===== src/rtl/btprs_pkg.sv =====
/*
  Constants for the radio power and reset sequencer.
  Assumes a single 200 MHz core clock and a slow oscillator sampled as a level.
*/
// What this block does
// - The baseband core pulses the transmit and receive enables only inside each packet.
// - In sniff or hold the block counts slow oscillator ticks and wakes after a set interval.
// - In shutdown the radio and core supplies are off while the io supply stays on.
// - In shutdown every output enable is low and most input receivers are disabled.
// - Leaving shutdown runs the full cold power-up and keeps no earlier state.
// - The broadcast receiver is either fully on or fully off and follows the radio power.
// - All radio core logic is held in reset while the power enable input is low.
// - An asserted device wake input keeps the device out of sleep and ends shutdown with a cold start; its polarity is selectable.
// - The device asserts host wake when it needs the host; its polarity is selectable.
package btprs_pkg;
  // ==========================================================
  // Register map
  localparam logic [3:0] BTPRS_REG_CTRL   = 4'h0;
  localparam logic [3:0] BTPRS_REG_SLEEP  = 4'h1;
  localparam logic [3:0] BTPRS_REG_STATUS = 4'h2;
  localparam logic [3:0] BTPRS_REG_IRQ    = 4'h3;
  localparam logic [3:0] BTPRS_REG_MASK   = 4'h4;
  localparam logic [3:0] BTPRS_REG_PKT    = 4'h5;
  // ==========================================================
  // Control bits
  localparam int BTPRS_CTRL_SHUTDOWN = 0;
  localparam int BTPRS_CTRL_FM_ON    = 1;
  localparam int BTPRS_CTRL_DW_POL   = 2;
  localparam int BTPRS_CTRL_HW_POL   = 3;
  localparam int BTPRS_CTRL_HW_REQ   = 4;
  localparam int BTPRS_CTRL_SLEEP    = 5;
  localparam logic [5:0] BTPRS_CTRL_RST = 6'h00;
  // Interrupt bits: wake by timer, wake by host, power up done
  localparam int BTPRS_IRQ_TIMER = 0;
  localparam int BTPRS_IRQ_HOST  = 1;
  localparam int BTPRS_IRQ_UP    = 2;
  // ==========================================================
  // Timing
  localparam int BTPRS_CLK_MHZ      = 200;
  localparam int BTPRS_PWR_SETTLE_NS = 1000;
  localparam int BTPRS_PWR_SETTLE_CYC = (BTPRS_PWR_SETTLE_NS * BTPRS_CLK_MHZ + 999) / 1000;
  localparam logic [15:0] BTPRS_SLEEP_RST = 16'h0020;
  typedef enum logic [2:0] {
    BTPRS_OFF, BTPRS_POWER_UP, BTPRS_ACTIVE, BTPRS_SLEEP, BTPRS_SHUTDOWN
  } btprs_state_t;
endpackage


===== src/rtl/btprs_top.sv =====
/*
  Radio power state and reset sequencer.
  Assumes all inputs are synchronous to core_clk; slow_oscillator_input is a sampled level.
*/
`timescale 1ns/1ps
module btprs_top
  import btprs_pkg::*;
(
  input  wire logic        core_clk,
  input  wire logic        resetn,
  input  wire logic        radio_core_power_enable,
  input  wire logic        device_wake_request,
  input  wire logic        slow_oscillator_input,
  input  wire logic        pkt_active,
  input  wire logic        pkt_is_tx,
  input  wire logic [3:0]  reg_addr,
  input  wire logic [31:0] reg_wdata,
  input  wire logic        reg_wr,
  input  wire logic        reg_rd,
  output logic [31:0]      reg_rdata,
  output logic             irq,
  output logic             host_wake_request,
  output logic             host_wake_oe,
  output logic             tx_enable,
  output logic             rx_enable,
  output logic             core_supply_on,
  output logic             rf_supply_on,
  output logic             core_resetn,
  output logic             fm_power_on,
  output logic             input_enable,
  output logic             slow_clk_select
);
  // ==========================================================
  // State
  btprs_state_t st_q, st_d;
  logic [5:0]  ctrl_q, ctrl_d;
  logic [15:0] sleep_q, sleep_d;
  logic [15:0] cnt_q, cnt_d;
  logic [2:0]  irq_q, irq_d;
  logic [2:0]  mask_q, mask_d;
  logic        osc_q, osc_d;
  logic [31:0] rdata_d;
  logic        txe_d, rxe_d, hw_d, hwoe_d, core_d, rf_d, crst_d, fm_d, ie_d, slw_d, irqo_d;
  logic        hold, dev_wake, tick, pwr_ok, up_done;
  logic [2:0]  ev;

  // Reset held by power enable low
  assign hold     = !resetn || !radio_core_power_enable;
  assign dev_wake = device_wake_request ^ ctrl_q[BTPRS_CTRL_DW_POL];
  assign tick     = slow_oscillator_input && !osc_q;
  assign pwr_ok   = (cnt_q >= 16'(BTPRS_PWR_SETTLE_CYC));

  // ==========================================================
  // Sequencer next state
  always_comb begin
    st_d    = st_q;
    cnt_d   = cnt_q;
    up_done = 1'b0;
    ev      = 3'h0;
    case (st_q)
      BTPRS_OFF: begin
        st_d  = BTPRS_POWER_UP;
        cnt_d = 16'h0000;
      end
      BTPRS_POWER_UP: begin
        cnt_d = cnt_q + 16'h0001;
        if (pwr_ok) begin
          st_d    = BTPRS_ACTIVE;
          up_done = 1'b1;
        end
      end
      BTPRS_ACTIVE: begin
        if (ctrl_q[BTPRS_CTRL_SHUTDOWN]) begin
          st_d = BTPRS_SHUTDOWN;
        end else if (ctrl_q[BTPRS_CTRL_SLEEP] && !dev_wake && !pkt_active) begin
          st_d  = BTPRS_SLEEP;
          cnt_d = 16'h0000;
        end
      end
      BTPRS_SLEEP: begin
        if (dev_wake) begin
          st_d  = BTPRS_ACTIVE;
          ev[BTPRS_IRQ_HOST] = 1'b1;
        end else if (tick) begin
          cnt_d = cnt_q + 16'h0001;
          if (cnt_q + 16'h0001 >= sleep_q) begin
            st_d = BTPRS_ACTIVE;
            ev[BTPRS_IRQ_TIMER] = 1'b1;
          end
        end
      end
      BTPRS_SHUTDOWN: begin
        // Only a cold restart leaves; nothing survives
        if (!ctrl_q[BTPRS_CTRL_SHUTDOWN] || dev_wake) begin
          st_d  = BTPRS_OFF;
        end
      end
      default: st_d = BTPRS_OFF;
    endcase
    if (up_done) ev[BTPRS_IRQ_UP] = 1'b1;
  end

  // ==========================================================
  // Registers, write side; set wins over write-one-to-clear
  always_comb begin
    ctrl_d  = ctrl_q;
    sleep_d = sleep_q;
    mask_d  = mask_q;
    irq_d   = irq_q;
    if (reg_wr) begin
      case (reg_addr)
        BTPRS_REG_CTRL:  ctrl_d  = reg_wdata[5:0];
        BTPRS_REG_SLEEP: sleep_d = reg_wdata[15:0];
        BTPRS_REG_IRQ:   irq_d   = irq_q & ~reg_wdata[2:0];
        BTPRS_REG_MASK:  mask_d  = reg_wdata[2:0];
        default: ;
      endcase
    end
    irq_d = irq_d | ev;
    // Sleep request is one-shot so a wake does not re-enter at once
    if (st_q == BTPRS_SLEEP) ctrl_d[BTPRS_CTRL_SLEEP] = 1'b0;
    // Cold start forgets every setting and pending event, not just the mode bits
    if (st_q == BTPRS_OFF) begin
      ctrl_d  = BTPRS_CTRL_RST;
      sleep_d = BTPRS_SLEEP_RST;
      mask_d  = 3'h0;
      irq_d   = 3'h0;
    end
  end

  // ==========================================================
  // Read mux and outputs
  always_comb begin
    case (reg_addr)
      BTPRS_REG_CTRL:   rdata_d = {26'h0, ctrl_q};
      BTPRS_REG_SLEEP:  rdata_d = {16'h0, sleep_q};
      BTPRS_REG_STATUS: rdata_d = {27'h0, dev_wake, 1'b0, st_q};
      BTPRS_REG_IRQ:    rdata_d = {29'h0, irq_q};
      BTPRS_REG_MASK:   rdata_d = {29'h0, mask_q};
      default:          rdata_d = 32'h0;
    endcase
    if (!reg_rd) rdata_d = 32'h0;
    core_d = (st_q == BTPRS_POWER_UP) || (st_q == BTPRS_ACTIVE) || (st_q == BTPRS_SLEEP);
    rf_d   = (st_q == BTPRS_ACTIVE);
    crst_d = (st_d == BTPRS_ACTIVE) || (st_d == BTPRS_SLEEP);
    txe_d  = rf_d && (st_d == BTPRS_ACTIVE) && pkt_active && pkt_is_tx;
    rxe_d  = rf_d && (st_d == BTPRS_ACTIVE) && pkt_active && !pkt_is_tx;
    fm_d   = rf_d && ctrl_q[BTPRS_CTRL_FM_ON];
    slw_d  = (st_q == BTPRS_SLEEP);
    ie_d   = (st_q != BTPRS_SHUTDOWN);
    hwoe_d = (st_q != BTPRS_SHUTDOWN) && (st_q != BTPRS_OFF);
    hw_d   = hwoe_d && ((ctrl_q[BTPRS_CTRL_HW_REQ] || |(irq_q & mask_q))
             ^ ctrl_q[BTPRS_CTRL_HW_POL]);
    irqo_d = |(irq_d & mask_d);
    osc_d  = slow_oscillator_input;
  end

  // Registered state; power enable low forces a cold start
  always_ff @(posedge core_clk) begin
    if (hold) begin
      st_q  <= BTPRS_OFF;
      cnt_q <= 16'h0000;
      ctrl_q <= BTPRS_CTRL_RST;
      sleep_q <= BTPRS_SLEEP_RST;
      irq_q <= 3'h0;
      mask_q <= 3'h0;
      osc_q <= 1'b0;
      reg_rdata <= 32'h0;
      irq <= 1'b0;
      host_wake_request <= 1'b0;
      host_wake_oe <= 1'b0;
      tx_enable <= 1'b0;
      rx_enable <= 1'b0;
      core_supply_on <= 1'b0;
      rf_supply_on <= 1'b0;
      core_resetn <= 1'b0;
      fm_power_on <= 1'b0;
      input_enable <= 1'b0;
      slow_clk_select <= 1'b0;
    end else begin
      st_q  <= st_d;
      cnt_q <= cnt_d;
      ctrl_q <= ctrl_d;
      sleep_q <= sleep_d;
      irq_q <= irq_d;
      mask_q <= mask_d;
      osc_q <= osc_d;
      reg_rdata <= rdata_d;
      irq <= irqo_d;
      host_wake_request <= hw_d;
      host_wake_oe <= hwoe_d;
      tx_enable <= txe_d;
      rx_enable <= rxe_d;
      core_supply_on <= core_d;
      rf_supply_on <= rf_d;
      core_resetn <= crst_d;
      fm_power_on <= fm_d;
      input_enable <= ie_d;
      slow_clk_select <= slw_d;
    end
  end

  // ==========================================================
  // Assertion helpers
  // Independent count of power-up cycles, so the settle check does not
  // reuse the sequencer's own counter
  logic [15:0] up_len_q, up_len_d;
  logic        st_up, st_off, st_act, st_slp, st_sd;

  // State decodes shared by the checks below
  assign st_up  = (st_q == BTPRS_POWER_UP);
  assign st_off = (st_q == BTPRS_OFF);
  assign st_act = (st_q == BTPRS_ACTIVE);
  assign st_slp = (st_q == BTPRS_SLEEP);
  assign st_sd  = (st_q == BTPRS_SHUTDOWN);

  // Power-up length, cleared outside power-up
  always_comb begin
    up_len_d = st_up ? (up_len_q + 16'h0001) : 16'h0000;
  end

  // Helper register; cleared with the rest of the core
  always_ff @(posedge core_clk) begin
    if (hold) begin
      up_len_q <= 16'h0000;
    end else begin
      up_len_q <= up_len_d;
    end
  end
endmodule // btprs_top


===== config.mk =====
export PLATFORM = sky130hd
export DESIGN_NAME = btprs_top
export DESIGN_NICKNAME = d
export VERILOG_FILES = /design/src/rtl/btprs_pkg.sv /design/src/rtl/btprs_top.sv
export SDC_FILE = /design/constraint.sdc
export NUM_CORES = 1
export LEC_CHECK = 0
export BUFFER_PORTS_ARGS = -buffer_cell sky130_fd_sc_hd__buf_4
export CORE_AREA = 2 2 161 84
export DETAILED_ROUTE_END_ITERATION = 10
export DIE_AREA = 0 0 163 86
export PLACE_DENSITY = 0.6
export SYNTH_ARGS = -nofsm -noshare
export SYNTH_HDL_FRONTEND = slang
export SYNTH_SLANG_ARGS = --single-unit

===== constraint.sdc =====
create_clock -name core_clk -period 7.3 [get_ports core_clk]
set_input_delay 1.46 -clock core_clk [delete_from_list [all_inputs] [get_ports core_clk]]
set_output_delay 1.46 -clock core_clk [all_outputs]
set_load 0.05 [all_outputs]

==> impl_metrics.toml, run 1 <==
[yosys]
yosysSeqAreaShare_pct = 40.55
synth_edf_count = 0
syn_inst = 436
number_of_storage_elements_in_the_synthesis_netlist = 75
syn_area_per_cell_um2 = 8.492
async_reset_ff_share_pct = 0
syn_area_mm2 = 0.003702
synthFlopType = "dfxtp_1"
ys_warn_count = 0
synthDominantAreaCellType = "dfxtp_1"
post_synth_num_cell_types = 54
synth.top_cells.by_area = "dfxtp_1 41%, ha_1 6.1%, nand2_1 5.2%, a21oi_1 4.9%, mux2i_1 3.2%"
post-synth-top-area-fraction_pct = 40.55

[clocking]
clk_path_buf_depth = 2
clk_transition_reported_paths_ns = 0.06
cts.htree.levels = 3
clockRootBuffer = "clkbuf_16"
clk_latency_ns = 0.34
cts_stage_hold_buffer_count = 0
cts_inserted_buffers = 9
cts_resized = 0
cts_tree = "done"
cts.sink_count = 75
cts_post_setup_buffers_inserted = 0

[final_layout]
mostFrequentLayoutCells = "75 x dfxtp_1, 56 x buf_4, 51 x nand2_1"
areaGrowthSynthToFinish_pct = 21.66
final_layout_size_suffix_gt1_share_pct = 16.63
sequential_cell_area_mm2 = 0.001501
fillers = 1299
design.final.nets = 546
n_antenna_cell = 0
multi_input_comb_area_mm2 = 0.001974
fin_area_mm2 = 0.004504
commonest_non_fill_non_tap_cell_in_the_layout = "dfxtp_1"

[route]
first_pass_iters = 5
finalWirelength_mm = 9.161
ant_nets = 0
num_vias = 3202
detail_route.vias_per_cell = 4.874
detail_route.drc_violations = 0
drt_wl_cell_um = 13.94
initialDrtViolationCount = 204

[pwr]
power.switching_mw = 0.2165
p_leak_nw = 1.784
clkPwrFrac_pct = 48.8
vdd.ir_drop.worst_mv = 0.1142
pwr-share-comb_pct = 6.4
power.switching_fraction_pct = 23.39
reg_power_share_pct = 44.7
power_report.internal_total_mw = 0.7090
power_per_cell_area_mw_per_mm2 = 205.5

[floorplanning]
die-area_mm2 = 0.01402
std_cell_rows = 29
die_width_um = 163
start_util_pct = 29.58
chipHeight_um = 86
core_mm2 = 0.01252
boundaryPins = 88

[setup_path]
crit_family = "simple AND/OR/NAND/NOR gates"
critical_path.startpoint_type = "flop"
crit_arrival_ns = 3.55
setup.worst_path.end_class = "flop"
cp_slowest_stage_delay_ns = 0.63
ff2ff_setup_slack_ns = 3.96
worstReg2RegStart = "cnt_q[0]"
critical_path_buf_inv_count = 0
cpMaxStageDelayCell = "nor3_1"
worstSetupStartpoint = "cnt_q[0]"
crit_required_ns = 7.51
critical_path_class = "flop to flop"
worstPathCellList = "ha_1 -> nand3_1 -> nor3_1 -> nand3_1 -> xnor2_1 -> ha_1 -> nand2_1 -> nor2_1 -> a211oi_1 -> and4b_1 -> o21ai_0"
crit_fanout = 6

[job]
cap_violations = 0

[sta]
grt_setup_unrepaired = "no"
period_minus_slack_ns = 3.343
final_slew_viol_count = 0
skew_ns = 0.007710
hold_viol = 0
maximum_operating_frequency_mhz = 299.1
worst_margin_slew_ns = 1.147
relSlewSlack_pct = 22.45
final.period_utilization_pct = 45.80
setup_viol_count_final = 0
fin_tns_setup_ns = 0

[global_route]
number_of_global_route_vias_before_repair = 2938
antenna_found_initial = 0
globalRoute.totalOverflow = 0
grt_start_max_net_pins = 26
gr-usage-all-layers_pct = 13.60
global_route_wire_length_before_repair_mm = 14.94

[min_path]
worstHoldPathType = "flop to flop"
worstHoldStart = "sleep_q[7]"

[place]
port_buffers = 55
post_dp_cell_area_mm2 = 0.004203
detailed_place_hpwl_mm = 6.695
gp_routability_congestion = 0.8166

[status]
run_status = "complete, no violations"
==> cell type report <==
type	count	share of cell area [%]
Multi-Input combinational cell	316	43.83
Clock buffer	11	5.611
Timing Repair Buffer	56	9.333
Clock inverter	4	1.083
Tap cell	170	4.722
Inverter	25	2.083
Sequential cell	75	33.33
==> synth_stat cells, drive strengths merged, types with 2 or more instances <==
cell,instances
buf,19
nor4,3
a311oi,4
nor3,17
a22o,2
clkbuf,16
nor4b,2
xnor2,11
nand3b,2
nand2b,4
nand2,51
a21boi,2
dfxtp,75
nand4,5
o211ai,5
a31oi,3
a21o,2
and4b,2
ha,18
mux2i,12
a21oi,37
xor2,5
a41oi,3
and2,6
nand3,18
a211oi,7
a222oi,3
mux2,2
a22oi,3
inv,25
a41o,3
and3,10
o21ai,15
nor2,31
==> power groups by stage <==
stage               registers, mW  logic [mW]  clock network (mW)
floorplan                   0.423      0.0437                   0
CTS                         0.414      0.0597               0.461
global placement            0.423      0.0596                   0
finish                      0.414      0.0597               0.452
detailed placement          0.423      0.0596                   0
global route                0.414      0.0646               0.478
==> stage by stage <==
step / hold slack [ns] / worst slack, ns / instances / util (%) / total power, mW
detailed placement: 0.4465 / 3.934 / 642 / 33.57 / 0.4822
finish: 0.4525 / 3.957 / 657 / 35.98 / 0.9256
global placement: 0.4441 / 3.944 / 642 / 33.57 / 0.4823
CTS: 0.4545 / 4.010 / 657 / 35.98 / 0.9348
floorplan: 0.4363 / 4.474 / 451 / - / 0.4667
global route: 0.4677 / 3.787 / 657 / 35.98 / 0.9567
==> routing by layer <==
metal | up-vias | share of wire, % | track usage (%)
met5 | - | 0 | 0
met4 | 0 | 0.99 | 4.586
met3 | 9 | 7.5 | 3.917
met2 | 100 | 45 | 21.53
met1 | 1488 | 46 | 17.85
li1 | 1605 | - | -
==> worst min-delay path: cells and delay by family (launching register included) <==
| family | cells | cell delay [ns] |
|---|---|---|
| simple gates | 1 | 0.05 |
| compound gates | 1 | 0.05 |
| flops | 1 | 0.31 |
==> kinds of logic (layout without fill, tap and decap cells) <==
| family | Yosys count | in the layout | synth area share (%) |
|---|---|---|---|
| xor+xnor | 16 | 16 | 3.988 |
| compound gates | 95 | 95 | 16.86 |
| simple gates | 157 | 157 | 20.78 |
| other cells | 1 | 16 | 0.1013 |
| buf+inv | 60 | 96 | 7.773 |
| mux | 14 | 14 | 3.853 |
| fa+ha+maj | 18 | 18 | 6.083 |
| flops | 75 | 75 | 40.55 |
==> path summary, 6_finish.rpt <==
check,endpoint,depth (start not counted)
worst max-delay path,irq,11
worst min-delay path,sleep_q[7],2
worst max register to register,irq,11
worst min register to register,sleep_q[7],2
==> flip-flops by register name (all words and copies together), names as in the netlist, 3 cells and up <==
signal / cells
sleep_q: 16
mask_q: 3
cnt_q: 16
reg_rdata: 16
st_q: 3
irq_q: 3
ctrl_q: 6
Note: power is estimated with default switching activity, not from simulation.
==> run 2, diff against run 1 <==
--- a/config.mk
+++ b/config.mk
@@ -9,7 +9,7 @@
 export CORE_AREA = 2 2 161 84
 export DETAILED_ROUTE_END_ITERATION = 10
 export DIE_AREA = 0 0 163 86
-export PLACE_DENSITY = 0.6
+export PLACE_DENSITY = 0.62
 export SYNTH_ARGS = -nofsm -noshare
 export SYNTH_HDL_FRONTEND = slang
 export SYNTH_SLANG_ARGS = --single-unit
==> constraint.sdc (replaced) <==
create_clock -name core_clk -period 2.7 [get_ports core_clk]
set_input_delay 0.54 -clock core_clk [delete_from_list [all_inputs] [get_ports core_clk]]
set_output_delay 0.54 -clock core_clk [all_outputs]
set_load 0.05 [all_outputs]
==> impl_metrics.toml, run 2 (synthesis gave the netlist of run 1 again) <==
[pwr]
p_leak_nw = 1.901
power_per_cell_area_mw_per_mm2 = 531.5
clkPwrFrac_pct = 48.8
reg_power_share_pct = 44.3
power_report.internal_total_mw = 1.905
power.switching_fraction_pct = 24.30
power.switching_mw = 0.6115
pwr-share-comb_pct = 6.9
vdd.ir_drop.worst_mv = 0.2928

[final_layout]
largestRegisters = "cnt_q (16), reg_rdata (16), sleep_q (16)"
commonest_non_fill_non_tap_cell_in_the_layout = "buf_4"
mostFrequentLayoutCells = "80 x buf_4, 69 x dfxtp_1, 51 x nand2_1"
fin_area_mm2 = 0.004735
areaGrowthSynthToFinish_pct = 27.88
n_antenna_cell = 0
final_layout_size_suffix_gt1_share_pct = 22.85
design.final.nets = 570

[global_route]
gr-usage-all-layers_pct = 14.35
globalRoute.totalOverflow = 0
number_of_global_route_vias_before_repair = 3163
global_route_wire_length_before_repair_mm = 15.80
grt_start_max_net_pins = 25
antenna_found_initial = 0

[setup_path]
crit_required_ns = 2.92
worstReg2RegStart = "cnt_q[2]"
cpMaxStageDelayCell = "dfxtp_2"
timing.reg2reg.worst_path_depth = 11
critical_path_class = "flop to flop"
ff2ff_setup_slack_ns = 0.14
crit_fanout = 7
critical_path.startpoint_type = "flop"
worstPathCellList = "nand3_1 -> nor4_2 -> buf_4 -> nand2_1 -> xnor2_1 -> ha_1 -> nand4_1 -> nor3_2 -> a22oi_2 -> a311oi_1 -> o21ai_0"
setup.worst_path.end_class = "flop"
cp_slowest_stage_delay_ns = 0.39
crit_family = "simple AND/OR/NAND/NOR gates"
critical_path_buf_inv_count = 1
cp_num_cells = 11
critical_path.reg2reg.endpoint = "st_q[0]"
crit_arrival_ns = 2.78

[route]
first_pass_iters = 5
detail_route.drc_violations = 0
finalWirelength_mm = 9.766
num_vias = 3319
ant_nets = 0
drt_wl_cell_um = 14.32
detail_route.vias_per_cell = 4.867
initialDrtViolationCount = 203

[clocking]
clockRootBuffer = "clkbuf_16"
clk_transition_reported_paths_ns = 0.06
clk_latency_ns = 0.34
cts_stage_hold_buffer_count = 0
cts.sink_count = 75
cts.htree.levels = 3
cts_inserted_buffers = 9
cts_tree = "done"
clk_path_buf_depth = 2

[place]
detailed_place_hpwl_mm = 7.032
post_dp_cell_area_mm2 = 0.004353
port_buffers = 55
gp_routability_congestion = 0.8543
place_worst_setup_slack_ns = 0.07634

[floorplanning]
die_width_um = 163
core_mm2 = 0.01252
die-area_mm2 = 0.01402
start_util_pct = 29.58
chipHeight_um = 86
std_cell_rows = 29
boundaryPins = 88

[sta]
worst_margin_slew_ns = 0.6295
final_slew_viol_count = 0
period_minus_slack_ns = 2.562
hold_viol = 0
maximum_operating_frequency_mhz = 390.3
relSlewSlack_pct = 58.03
skew_ns = 0.01181
setup_viol_count_final = 0
final.period_utilization_pct = 94.89
final.setup.worst_slack_ns = 0.1379

[job]
cap_violations = 0

[min_path]
worstHoldStart = "pkt_is_tx"
worstHoldPathType = "input port to flop"
min_delay_worst_endpoint = "rx_enable"
timing.hold.worst_path_depth = 2

[status]
run_status = "complete, no violations"
[run 2: worst max-delay path by stage]
stage              from       to  slack, ns
2_1_floorplan  cnt_q[0]  st_q[0]       0.08
3_3_place_gp   cnt_q[2]      irq       0.05
3_5_place_dp   cnt_q[2]      irq       0.08
4_1_cts        cnt_q[2]      irq       0.06
5_1_grt        cnt_q[2]  st_q[0]      -0.08
6_report       cnt_q[2]  st_q[0]       0.14
[run 2: repair_timing]
action | CTS | global route
setup buffers | 0 | 4
gates resized for setup | 0 | 14
setup endpoints to repair | 0 | 3
[run 2: final cells by class]
class	count	area (um2)
Tap cell	170	212.7
Clock buffer	11	242.7
Sequential cell	75	1509
Clock inverter	5	62.56
Inverter	25	93.84
Multi-Input combinational cell	316	2013
Timing Repair Buffer	80	600.6
Fill cell	1302	7784
[run 2: power by group through the flow]
stage | logic, mW | clock network [mW] | registers [mW]
floorplan | 0.118 | 0 | 1.14
global placement | 0.172 | 0 | 1.14
detailed placement | 0.173 | 0 | 1.14
CTS | 0.173 | 1.26 | 1.11
global route | 0.186 | 1.29 | 1.11
finish | 0.174 | 1.23 | 1.11
[run 2: per-layer routing]
metal | vias up | GRT usage, % | part of all wire (%)
li1 | 1652 | - | -
met1 | 1569 | 18.83 | 47
met2 | 86 | 22.77 | 46
met3 | 12 | 3.820 | 5.6
met4 | 0 | 5.310 | 1.4
met5 | - | 0 | 0
[run 2: metrics by stage]
step / instances / setup TNS, ns / hold slack (ns) / utilization, % / total power [mW]
3_3_place_gp: 662 / 0 / 0.4434 / 34.77 / 1.311
6_report: 682 / 0 / 0.3691 / 37.82 / 2.516
2_1_floorplan: 451 / 0 / 0.4363 / - / 1.262
3_5_place_dp: 662 / 0 / 0.4463 / 34.77 / 1.311
4_1_cts: 678 / 0 / 0.3570 / 37.21 / 2.544
5_1_grt: 682 / -0.07988 / 0.3601 / 37.82 / 2.591
==> run 3, diff against run 2 <==
--- a/config.mk
+++ b/config.mk
@@ -9,7 +9,7 @@
 export CORE_AREA = 2 2 161 84
 export DETAILED_ROUTE_END_ITERATION = 10
 export DIE_AREA = 0 0 163 86
-export PLACE_DENSITY = 0.62
+export PLACE_DENSITY = 0.6
 export SYNTH_ARGS = -nofsm -noshare
 export SYNTH_HDL_FRONTEND = slang
 export SYNTH_SLANG_ARGS = --single-unit
==> constraint.sdc (replaced) <==
create_clock -name core_clk -period 2.76 [get_ports core_clk]
set_input_delay 0.552 -clock core_clk [delete_from_list [all_inputs] [get_ports core_clk]]
set_output_delay 0.552 -clock core_clk [all_outputs]
set_load 0.05 [all_outputs]
==> impl_metrics.toml, run 3 (synthesis gave the netlist of run 1 again) <==
[status]
run_status = "complete, no violations"

[final_layout]
multi_input_comb_area_mm2 = 0.002003
fin_area_mm2 = 0.004642
sequential_cell_area_mm2 = 0.001506
commonest_non_fill_non_tap_cell_in_the_layout = "buf_4"
largestRegisters = "cnt_q (16), reg_rdata (16), sleep_q (16)"
fillers = 1308
final_layout_size_suffix_gt1_share_pct = 21.50
stdcell_count = 677
design.final.nets = 565
areaGrowthSynthToFinish_pct = 25.38
mostFrequentLayoutCells = "75 x buf_4, 71 x dfxtp_1, 51 x nand2_1"
n_antenna_cell = 0

[setup_path]
setup.worst_path.end_class = "flop"
crit_required_ns = 2.97
critical_path.startpoint_type = "flop"
crit_fanout = 5
crit_arrival_ns = 2.81
timing.reg2reg.worst_path_depth = 11
critical_path_class = "flop to flop"
ff2ff_setup_slack_ns = 0.17
worstReg2RegStart = "cnt_q[7]"
critical_path.reg2reg.endpoint = "irq"

[clocking]
clk_path_buf_depth = 2
cts_tree = "done"
cts.sink_count = 75
cts_inserted_buffers = 9
clk_latency_ns = 0.33
clk_transition_reported_paths_ns = 0.06
cts_stage_hold_buffer_count = 0
cts.htree.levels = 3
clockRootBuffer = "clkbuf_16"

[place]
numPlacedInstances = 660
place_worst_setup_slack_ns = 0.05854
port_buffers = 55
post_dp_cell_area_mm2 = 0.004338
detailed_place_hpwl_mm = 6.987
gp_routability_congestion = 0.7999

[min_path]
worstHoldStart = "pkt_is_tx"
timing.hold.worst_path_depth = 2
min_delay_worst_endpoint = "rx_enable"
worstHoldPathType = "input port to flop"

[floorplanning]
boundaryPins = 88
start_util_pct = 29.58
std_cell_rows = 29
die-area_mm2 = 0.01402
die_width_um = 163
chipHeight_um = 86
core_mm2 = 0.01252

[pwr]
vdd.ir_drop.worst_mv = 0.3228
p_leak_nw = 1.859
power_per_cell_area_mw_per_mm2 = 498.4

[job]
cap_violations = 0

[sta]
worst_margin_slew_ns = 0.5780
final_slew_viol_count = 0
maximum_operating_frequency_mhz = 385.6
skew_ns = 0.007252
final.setup.worst_slack_ns = 0.1663
final.period_utilization_pct = 93.97
setup_viol_count_final = 0
hold_viol = 0
period_minus_slack_ns = 2.594
fin_tns_setup_ns = 0
relSlewSlack_pct = 61.47
finalHoldWorstSlack_ns = 0.3870

[route]
finalWirelength_mm = 9.527
ant_nets = 0
num_vias = 3264
first_pass_iters = 5
detail_route.drc_violations = 0
drt_wl_cell_um = 14.07
detail_route.vias_per_cell = 4.821
initialDrtViolationCount = 269

[global_route]
number_of_global_route_vias_before_repair = 3120
antenna_found_initial = 0
global_route_wire_length_before_repair_mm = 15.57
grt_start_max_net_pins = 25
globalRoute.totalOverflow = 0
gr-usage-all-layers_pct = 14.15
[run 3: layout make-up]
| class | count | area share [%] |
|---|---|---|
| clock buffer | 11 | 5.013 |
| clock inverter | 5 | 0.6469 |
| inverter | 25 | 2.022 |
| multi-input combinational | 316 | 43.15 |
| sequential | 75 | 32.45 |
| tap | 170 | 4.582 |
| timing repair buffer | 75 | 12.13 |
[run 3: critical path, cell delays in order (launching register included)]
cell and delay [ns]:
dfxtp_1 0.42, nand4_1 0.20, nor4_1 0.21, buf_4 0.18, nand2_1 0.08, xnor2_1 0.23, ha_1 0.30, nand4_1 0.18
nor2_1 0.09, a22oi_2 0.26, and4b_1 0.25, o21ai_1 0.07
[run 3: how the worst max path moves through the flow]
stage,end,cells past startpoint,startpoint,slack [ns]
6_report,irq,11,cnt_q[7],0.17
2_1_floorplan,st_q[0],11,cnt_q[0],0.14
5_1_grt,irq,12,cnt_q[0],-0.01
4_1_cts,irq,12,cnt_q[0],0.02
3_3_place_gp,irq,11,cnt_q[2],0.11
3_5_place_dp,irq,12,cnt_q[0],0.06
[run 3: timing repair]
| action | CTS | global route |
|---|---|---|
| setup endpoints to repair | 0 | 3 |
| setup buffers | 0 | 1 |
| resized for setup | 0 | 11 |
[run 3: power by group]
group          switching (mW)  total, mW  internal (mW)
Sequential            0.00210       1.09           1.09
Combinational           0.121      0.172         0.0510
Clock                   0.449       1.05          0.604
[run 3: stage by stage]
stage | util, % | total power [mW]
CTS | 36.75 | 2.338
global route | 37.08 | 2.401
global placement | 34.65 | 1.283
finish | 37.08 | 2.314
floorplan | - | 1.234
detailed placement | 34.65 | 1.284
[run 3: metal layers]
layer	routed length (um)	GRT usage (%)
met2	4513	23.57
met3	489	3.578
met4	57	3.379
met1	4466	18.50
met5	0	0
